**config.mk**
```make
export PLATFORM = sky130hd
export DESIGN_NAME = cvr_top
export DESIGN_NICKNAME = d
export VERILOG_FILES = /design/src/shared/cvr_pkg.sv /design/src/shared/cvr_cfg_if.sv /design/src/core/cvr_top.sv /design/src/core/cvr_ladder.sv
export SDC_FILE = /design/constraint.sdc
export NUM_CORES = 1
export LEC_CHECK = 0
export ABC_AREA = 1
export BUFFER_PORTS_ARGS = -buffer_cell sky130_fd_sc_hd__buf_2
export CAP_MARGIN = 20
export CORE_UTILIZATION = 48
export DETAILED_ROUTE_END_ITERATION = 8
export HOLD_SLACK_MARGIN = 0.12
export PLACE_DENSITY_LB_ADDON = 0.12
export SYNTH_ARGS = -nofsm -noshare
export SYNTH_HDL_FRONTEND = slang
export SYNTH_SLANG_ARGS = --single-unit
```
**constraint.sdc**
```tcl
create_clock -name core_clk -period 2.1 [get_ports core_clk]
set_input_delay 0.42 -clock core_clk [delete_from_list [all_inputs] [get_ports core_clk]]
set_output_delay 0.42 -clock core_clk [all_outputs]
set_load 0.05 [all_outputs]
```
**src/shared/cvr_pkg.sv**
```systemverilog
// Constants, offsets and field layout of the comparator reference control
// Contract
// - Enable bit 15 set leaves other bits
// - Enable clear powers down, keeps settings
// - Bit 6 connects reference to pin
// - Range 1: tap/24 of span
// - Bit 4 selects external or supply span
// - Tap field bits 3..0, sixteen levels
// - Unimplemented bits read as zero
// - Clear, set, invert aliases at +4,+8,+C
// - Stop-in-idle bit 13 halts comparators
// - Status bit 1 shows comparator two
// - Status bit 0 shows comparator one
// - Sixteen-tap ladder, two ranges, internal route
package cvr_pkg;
	localparam logic [31:0] CVR_OFF_STAT     = 32'h0000_0000;
	localparam logic [31:0] CVR_OFF_CTRL     = 32'h0000_0010;
	localparam logic [31:0] CVR_OFF_CLR      = 32'h0000_0004;
	localparam logic [31:0] CVR_OFF_SET      = 32'h0000_0008;
	localparam logic [31:0] CVR_OFF_INV      = 32'h0000_000C;
	localparam logic [31:0] CVR_CTRL_MASK    = 32'h0000_807F;
	localparam logic [31:0] CVR_STAT_WMASK   = 32'h0000_2000;
	localparam logic [31:0] CVR_CTRL_RST     = 32'h0000_0000;
	localparam logic [31:0] CVR_STAT_RST     = 32'h0000_0000;
	localparam int          CVR_BIT_ON       = 15;
	localparam int          CVR_BIT_OE       = 6;
	localparam int          CVR_BIT_RANGE    = 5;
	localparam int          CVR_BIT_SRC      = 4;
	localparam int          CVR_TAP_MSB      = 3;
	localparam int          CVR_BIT_STOP_IN_IDLE     = 13;
	localparam int          CVR_BIT_C2       = 1;
	localparam int          CVR_BIT_C1       = 0;
	localparam int          CVR_NCMP         = 2;
	localparam int          CVR_LVL_W        = 7;
	localparam logic [6:0]  CVR_LVL_DEN      = 7'h60;
	localparam logic [6:0]  CVR_LOW_BASE     = 7'h18;
	localparam logic [6:0]  CVR_LOW_STEP     = 7'h03;
	localparam logic [6:0]  CVR_HIGH_STEP    = 7'h04;
	localparam logic [1:0]  CVR_HTRANS_NSEQ  = 2'h2;
	localparam logic [2:0]  CVR_HSIZE_WORD   = 3'h2;
	typedef enum logic [1:0] {
		CVR_OP_WRITE,
		CVR_OP_CLR,
		CVR_OP_SET,
		CVR_OP_INV
	} cvr_op_t;
endpackage : cvr_pkg

```
**src/shared/cvr_cfg_if.sv**
```systemverilog
// Ladder configuration carried from the register file to the ladder control
`timescale 1ns/1ns
interface cvr_cfg_if;
	logic       enable;
	logic       range_sel;
	logic [3:0] tap;
	logic [6:0] level;
	modport regs (
		output enable,
		output range_sel,
		output tap,
		input  level
	);
	modport ladder (
		input  enable,
		input  range_sel,
		input  tap,
		output level
	);
endinterface : cvr_cfg_if

```
**src/core/cvr_top.sv**
```systemverilog
// Comparator reference control with comparator status, AHB-Lite slave
//
// Implementation choices: register access over AHB-Lite and the register offsets.
`timescale 1ns/1ns
module cvr_top
	import cvr_pkg::*;
(
	input  wire logic        core_clk,
	input  wire logic        nrst,
	input  wire logic        hsel,
	input  wire logic [31:0] haddr,
	input  wire logic [1:0]  htrans,
	input  wire logic        hwrite,
	input  wire logic [2:0]  hsize,
	input  wire logic [31:0] hwdata,
	input  wire logic        hready,
	output logic             hreadyout,
	output logic             hresp,
	output logic      [31:0] hrdata,
	input  wire logic        cmp1_out_pin,
	input  wire logic        cmp2_out_pin,
	input  wire logic        idle_mode,
	output logic             comparators_enable,
	output logic             ladder_enable,
	output logic             reference_pin_output_enable,
	output logic             reference_range_select,
	output logic             reference_source_select,
	output logic      [3:0]  reference_tap_value,
	output logic      [6:0]  ladder_reference_level
);
	logic [31:0]        ctrl_r;
	logic [31:0]        ctrl_nxt;
	logic [31:0]        stat_r;
	logic [31:0]        stat_nxt;
	logic               wr_pend_r;
	logic [31:0]        wr_addr_r;
	logic               hreadyout_r;
	logic               hresp_r;
	logic [31:0]        hrdata_r;
	logic [CVR_NCMP-1:0] sync1_r;
	logic [CVR_NCMP-1:0] sync2_r;
	logic               cmp_en_r;
	logic               ladder_en_r;
	logic               pin_oe_r;
	logic               range_r;
	logic               src_r;
	logic [3:0]         tap_r;
	logic               take;
	logic [CVR_NCMP-1:0] cmp_pins;
	cvr_cfg_if          cfg();

	// Offset within a register's alias group selects the operation
	function automatic cvr_op_t alias_op(input logic [31:0] a);
		logic [3:0] low;
		low = a[3:0];
		case (low)
			CVR_OFF_CLR[3:0]: alias_op = CVR_OP_CLR;
			CVR_OFF_SET[3:0]: alias_op = CVR_OP_SET;
			CVR_OFF_INV[3:0]: alias_op = CVR_OP_INV;
			default:          alias_op = CVR_OP_WRITE;
		endcase
	endfunction : alias_op

	function automatic logic [31:0] alias_apply(
		input logic [31:0] old,
		input logic [31:0] d,
		input logic [31:0] mask,
		input cvr_op_t     op
	);
		logic [31:0] dm;
		dm = d & mask;
		case (op)
			CVR_OP_CLR: alias_apply = old & ~dm;
			CVR_OP_SET: alias_apply = old | dm;
			CVR_OP_INV: alias_apply = old ^ dm;
			default:    alias_apply = dm;
		endcase
	endfunction : alias_apply

	// Address phase is taken only for whole-word transfers
	assign take = hsel && hready && htrans == CVR_HTRANS_NSEQ
		&& hsize == CVR_HSIZE_WORD;

	always_ff @(posedge core_clk) begin
		if (!nrst) begin
			wr_pend_r <= 1'b0;
			wr_addr_r <= 32'h0000_0000;
		end else begin
			wr_pend_r <= take && hwrite;
			wr_addr_r <= haddr;
		end
	end

	// Zero-wait slave, always OKAY
	always_ff @(posedge core_clk) begin
		if (!nrst) begin
			hreadyout_r <= 1'b0;
			hresp_r     <= 1'b0;
		end else begin
			hreadyout_r <= 1'b1;
			hresp_r     <= 1'b0;
		end
	end

	always_comb begin
		ctrl_nxt = ctrl_r;
		stat_nxt = stat_r;
		if (wr_pend_r) begin
			if (wr_addr_r[31:4] == CVR_OFF_CTRL[31:4]) begin
				// Enable and settings change independently
				ctrl_nxt = alias_apply(ctrl_r, hwdata, CVR_CTRL_MASK,
					alias_op(wr_addr_r));
			end
			if (wr_addr_r[31:4] == CVR_OFF_STAT[31:4]) begin
				stat_nxt = alias_apply(stat_r, hwdata, CVR_STAT_WMASK,
					alias_op(wr_addr_r));
			end
		end
	end

	always_ff @(posedge core_clk) begin
		if (!nrst) begin
			ctrl_r <= CVR_CTRL_RST;
		end else begin
			ctrl_r <= ctrl_nxt;
		end
	end

	always_ff @(posedge core_clk) begin
		if (!nrst) begin
			stat_r <= CVR_STAT_RST;
		end else begin
			stat_r <= stat_nxt;
		end
	end

	// Comparator outputs arrive from the analog side
	assign cmp_pins = {cmp2_out_pin, cmp1_out_pin};

	generate
		for (genvar i = 0; i < CVR_NCMP; i++) begin : g_sync
			always_ff @(posedge core_clk) begin
				if (!nrst) begin
					sync1_r[i] <= 1'b0;
					sync2_r[i] <= 1'b0;
				end else begin
					sync1_r[i] <= cmp_pins[i];
					sync2_r[i] <= sync1_r[i];
				end
			end
		end
	endgenerate

	// Read data taken from next values so a write just before is seen
	always_ff @(posedge core_clk) begin
		if (!nrst) begin
			hrdata_r <= 32'h0000_0000;
		end else if (take && !hwrite) begin
			if (haddr == CVR_OFF_CTRL) begin
				hrdata_r <= ctrl_nxt & CVR_CTRL_MASK;
			end else if (haddr == CVR_OFF_STAT) begin
				hrdata_r <= (stat_nxt & CVR_STAT_WMASK)
					| {30'h0000_0000, sync2_r};
			end else begin
				hrdata_r <= 32'h0000_0000;
			end
		end else begin
			hrdata_r <= 32'h0000_0000;
		end
	end

	// Comparators run unless stopped for idle
	always_ff @(posedge core_clk) begin
		if (!nrst) begin
			cmp_en_r <= 1'b1;
		end else begin
			cmp_en_r <= !(stat_nxt[CVR_BIT_STOP_IN_IDLE] && idle_mode);
		end
	end

	always_ff @(posedge core_clk) begin
		if (!nrst) begin
			ladder_en_r <= 1'b0;
			pin_oe_r    <= 1'b0;
			range_r     <= 1'b0;
			src_r       <= 1'b0;
			tap_r       <= 4'h0;
		end else begin
			ladder_en_r <= ctrl_nxt[CVR_BIT_ON];
			pin_oe_r    <= ctrl_nxt[CVR_BIT_OE];
			range_r     <= ctrl_nxt[CVR_BIT_RANGE];
			src_r       <= ctrl_nxt[CVR_BIT_SRC];
			tap_r       <= ctrl_nxt[CVR_TAP_MSB:0];
		end
	end

	assign cfg.enable    = ladder_en_r;
	assign cfg.range_sel = range_r;
	assign cfg.tap       = tap_r;

	cvr_ladder u_ladder (
		.core_clk (core_clk),
		.nrst     (nrst),
		.cfg      (cfg)
	);

	assign hreadyout                   = hreadyout_r;
	assign hresp                       = hresp_r;
	assign hrdata                      = hrdata_r;
	assign comparators_enable          = cmp_en_r;
	assign ladder_enable               = ladder_en_r;
	assign reference_pin_output_enable = pin_oe_r;
	assign reference_range_select      = range_r;
	assign reference_source_select     = src_r;
	assign reference_tap_value         = tap_r;
	assign ladder_reference_level      = cfg.level;
endmodule : cvr_top

```
**src/core/cvr_ladder.sv**
```systemverilog
// Ladder control: reference level in 96ths of the source span
`timescale 1ns/1ns
module cvr_ladder
	import cvr_pkg::*;
(
	input  wire logic core_clk,
	input  wire logic nrst,
	cvr_cfg_if.ladder cfg
);
	logic [6:0] level_r;
	logic [6:0] level_nxt;

	always_comb begin
		level_nxt = 7'h00;
		if (cfg.enable) begin
			if (cfg.range_sel) begin
				level_nxt = 7'({3'h0, cfg.tap} * CVR_HIGH_STEP);
			end else begin
				level_nxt = 7'(CVR_LOW_BASE
					+ {3'h0, cfg.tap} * CVR_LOW_STEP);
			end
		end
	end

	// Disabled ladder carries no level
	always_ff @(posedge core_clk) begin
		if (!nrst) begin
			level_r <= 7'h00;
		end else begin
			level_r <= level_nxt;
		end
	end

	assign cfg.level = level_r;
endmodule : cvr_ladder

```
Yosys cells after proc, flatten, opt, wreduce, memory -nomap -nowiden
Index checks and enable logic that the tools add are counted.
{ "totals": {"in_bits": 77, "output_inout_bits": 50, "ff_bits": 150, "word_cells": 80} }
{ "classes": {"muxes": 15, "multipliers": 1, "reduce_logical": 16, "eq_ne": 13, "add_sub_neg": 1, "n_bitwise": 13} }
{ "ops": {"columns": ["cell", "n"], "rows": [
  ["32-bit case mux with 3 select lines", 2],
  ["32-bit AND", 2],
  ["16-bit two-way mux", 3],
  ["14-bit two-way mux", 3],
  ["32-bit by 5-bit equality test with 1-bit output, second input constant", 1],
  ["32-bit logical NOT", 1],
  ["14-bit inverter with 32-bit output", 1],
  ["16-bit inverter with 32-bit output", 1],
  ["32-bit by 14-bit OR with 32-bit output", 1],
  ["32-bit by 16-bit OR with 32-bit output", 1],
  ["32-bit by 14-bit XOR with 32-bit output", 1],
  ["32-bit by 16-bit XOR with 32-bit output", 1],
  ["28-bit by 1-bit equality test with 1-bit output, second input constant", 1],
  ["28-bit logical NOT", 1],
  ["14-bit by 2-bit OR with 14-bit output", 1],
  ["2-bit equality test, second input constant", 5],
  ["4-bit equality test, second input constant", 2],
  ["2-bit two-way mux", 4],
  ["2-bit AND reduction", 4],
  ["5-bit by 6-bit adder with 7-bit output, first input constant", 1],
  ["1-bit logical AND", 6],
  ["4-bit by 2-bit multiplier with 6-bit output, second input constant", 1],
  ["6-bit two-way mux", 1],
  ["2-bit case mux with 3 select lines", 1],
  ["other kinds (8)", 13]
]} }

Depth between registers and ports, before layout
{ "logic_depth": {"word_depth": 11, "mapped_depth": 11, "depth_no_buf": 11} }

Modules after synthesis
From an unflattened synthesis, not the netlist that was laid out.
{ "unflattened": {"hier_cells": 430, "hier_area_um2": 3139.3} }
{ "by_module_without_submodules": {"columns": ["module", "seq_area_each_um2", "cells_per_inst", "instances", "area_each_um2"], "rows": [
  ["cvr_top", 1141.1, 385, 1, 2756.4],
  ["cvr_ladder", 140.1, 45, 1, 382.9]
]} }

Worst setup path after synthesis
Ideal clock, no wire load.
{ "synth_timing": {"path_type": "reg2reg", "from": "register ctrl_r[3] (netlist name)", "to": "register u_ladder.level_r[4] (netlist: u_ladder.cfg.level[4])", "setup_ns": 0.116, "path_slack_ns": 0.009, "arrival_ns": 1.974, "synth_period_minus_slack_ns": 2.091, "path_stages_with_launch": 7, "cell_sequence": "dfxtp_1 -> inv_1 -> ha_1 -> fa_1 -> xnor2_1 -> o21ai_0 -> inv_1"} }
{ "synth_rtl": {"columns": ["element", "line", "rtl"], "rows": [
  ["end signal, assigned", "cvr_ladder.sv:30", "level_r <= level_nxt;"],
  ["end, declared", "cvr_ladder.sv:10", "logic [6:0] level_r;"]
]} }

==> run summary <==
RSZ-0062 raised after global routing - no
Clock Skew - 5.07 ps
DRT iter0 DRCs - 89
CP arrival - 2040 ps
status - complete, no violations
Total Power - 2610 uW
drt via density - 4.42
Worst setup EP type - flip-flop
CTS tree - done
Initial Utilization - 0.508
Synth-to-Final Area Change - 19.0%
final design utilization - 0.605
Distinct cells, synth - 25
ratio of cells with drive above 1 in the final layout - 0.205
H-tree level count - 3
share of the clock period used by the worst path - 0.864
postcts setup bufs - 0
register area share after synthesis - 0.416
Core ar. - 6060 um^2
DIE WIDTH - 82.1 um
initial antenna violation count - 0
Post-DP HPWL - 4580 um
Net Sw Power - 694 uW
critical path required time - 2320 ps
Setup CP Type - flip-flop to flip-flop
Seq pwr share - 0.485
Congestion Overflow GR - 0
Clock Latency Late Sink - 330 ps
setup_tns - 0 ps
vias - 2597
P_leak - 0.00210 uW
fill cell count - 626
diode count - 0
Int Pwr - 1910 uW
area leader, netlist - dfxtp_1
NumNets Final - 610
first-pass GRT wire length - 10000 um
Cell Area, Synth - 3080 um^2
Synth warnings - 0
power share of the clock group - 0.404
Min Hold Slack - 270 ps
post-synthesis cell count - 422
Max clock buf depth - 2
Die H - 82.1 um
Tot GR Track Use - 0.199
# setup viols final - 0
Clock Tree Root - clkbuf_8
# IOs - 127
Max IR drop VDD - 0.378 mV
min cycle time layout - 1820 ps
Worst-path clk slew - 70 ps
port buffer count - 79
number of global-route vias before repair - 2391
Residual DRC - 0
Achievable Freq - 551 MHz
Final Hold Fails - 0
worst-path maximum fanout - 6
switching share of power - 0.266
gp weighted congestion - 0.838
max cap viols - 0
placement row count - 28
largest net degree at the start of global routing - 33
DRT antenna net count - 0
Pre-Repair DR Iteration Count - 4
Setup WS pre-CTS - 286 ps
DRT Wirelength - 6030 um
top cells by area, synth - dfxtp_1, nand2_1, ha_1, inv_1, nor2_1
combinational share of power - 0.111
Hold Path Class - primary input to flip-flop
Post-CTS Hold Buffers - 0
top-area cell type share of the netlist area - 0.416
routed len/inst - 10.3 um
CTS resizes - 0
Sink Count - 64
Setup WS post-layout - 285 ps
Die ar. - 6740 um^2
Synth Area per Inst - 7.30 um^2
number of buffers created by CTS - 9
Slew Limit Fails - 0
Multi-input gate area - 1390 um^2
Worst setup SP type - flip-flop
power per cell area - 711 nW/um^2
FF/Latch Area - 1280 um^2
post-synthesis register bit count - 64
==> cells in the final DEF, fill, tap and decap left out <==
master,count
nand3b_1,1
clkinv_4,1
conb_1,24
bufinv_16,1
inv_1,71
nor3_2,1
dfxtp_1,64
and2_0,1
clkinv_1,1
nor3_1,2
fa_1,2
ha_1,23
inv_2,5
xnor2_1,1
clkinvlp_4,1
clkbuf_8,10
clkbuf_1,1
buf_2,79
nor2_4,1
o21ai_1,6
nand2_1,105
nor3_4,1
o21ai_0,7
clkinv_2,2
nand4_1,9
nand3_1,18
a21oi_1,15
buf_4,3
nor3b_1,1
nor2_1,56
==> registers in the layout (all words and copies together), names as in the netlist <==
signal and flops:
comparators_enable 1, ctrl_r 8, hrdata 9, hreadyout 1, stat_r 1, sync1_r 2, sync2_r 2, u_ladder.cfg.level 7
wr_addr_r 32, wr_pend_r 1
==> final timing paths <==
check             cells after the start                   from                                to  slack [ps]
setup / recovery                      6   ctrl_r[2]$_SDFF_PN0_  u_ladder.cfg.level[4]$_SDFF_PN0_         280
hold / removal                        3           cmp1_out_pin             sync1_r[0]$_SDFF_PN0_         270
setup reg to reg                      6   ctrl_r[2]$_SDFF_PN0_  u_ladder.cfg.level[4]$_SDFF_PN0_         280
hold reg to reg                       2  sync1_r[1]$_SDFF_PN0_             sync2_r[1]$_SDFF_PN0_         410
==> cell usage after synthesis <==
cell        n
xnor2_1     1
nand2_1   105
nor3_2      1
buf_1       2
o21ai_0     7
conb_1      1
nor3_1      2
dfxtp_1    64
and2_0      1
clkbuf_1    2
fa_1        2
ha_1       23
nor2_4      1
a21oi_1    15
buf_4      26
nand3b_1    1
clkinv_1    1
inv_2       5
nor3_4      1
nand4_1     9
nor2_1     56
o21ai_1     6
nand3_1    18
inv_1      71
nor3b_1     1
==> worst max-delay path: stages (launching register included) <==
cell,delay [ps]
dfxtp_1,470
ha_1,280
ha_1,220
fa_1,410
xnor2_1,150
o21ai_0,130
inv_1,50
==> metal layers <==
layer / GRT usage / wire (um) / vias to the layer above
met3: 0.0462 / 287 / 8
met5: 0 / 0 / -
met4: 0.0789 / 86 / 0
li1: - / - / 1400
met1: 0.236 / 2790 / 1127
met2: 0.346 / 2870 / 62
==> power by group through the flow <==
stage	Clock, uW	Sequential, uW	Combinational [uW]
after CTS	1080	1260	291
after floorplan	0	1290	238
after detailed placement	0	1290	291
final	1050	1260	290
after global placement	0	1290	287
after global routing	1140	1270	327
==> layout make-up <==
type / count / share of cell area
Inverter: 77 / 0.0788
Clock buffer: 11 / 0.0386
Clock inverter: 5 / 0.0154
Multi-Input combinational cell: 274 / 0.378
Sequential cell: 64 / 0.349
Tap cell: 75 / 0.0256
Timing Repair Buffer: 82 / 0.114
==> through the flow <==
step           area, um^2  instances
6_report             3670        588
5_1_grt              3670        588
4_1_cts              3670        588
3_5_place_dp         3470        572
3_3_place_gp         3470        572
2_1_floorplan        3170        445
==> cells by family after synthesis <==
family | count (synthesis) | share of synthesized area
compound gates | 28 | 0.0455
xor+xnor | 1 | 0.00284
fa+ha+maj | 25 | 0.106
buf+inv | 107 | 0.162
flops | 64 | 0.416
other cells | 1 | 0.00122
simple gates | 196 | 0.266
Power figures use the tool's default switching activity.
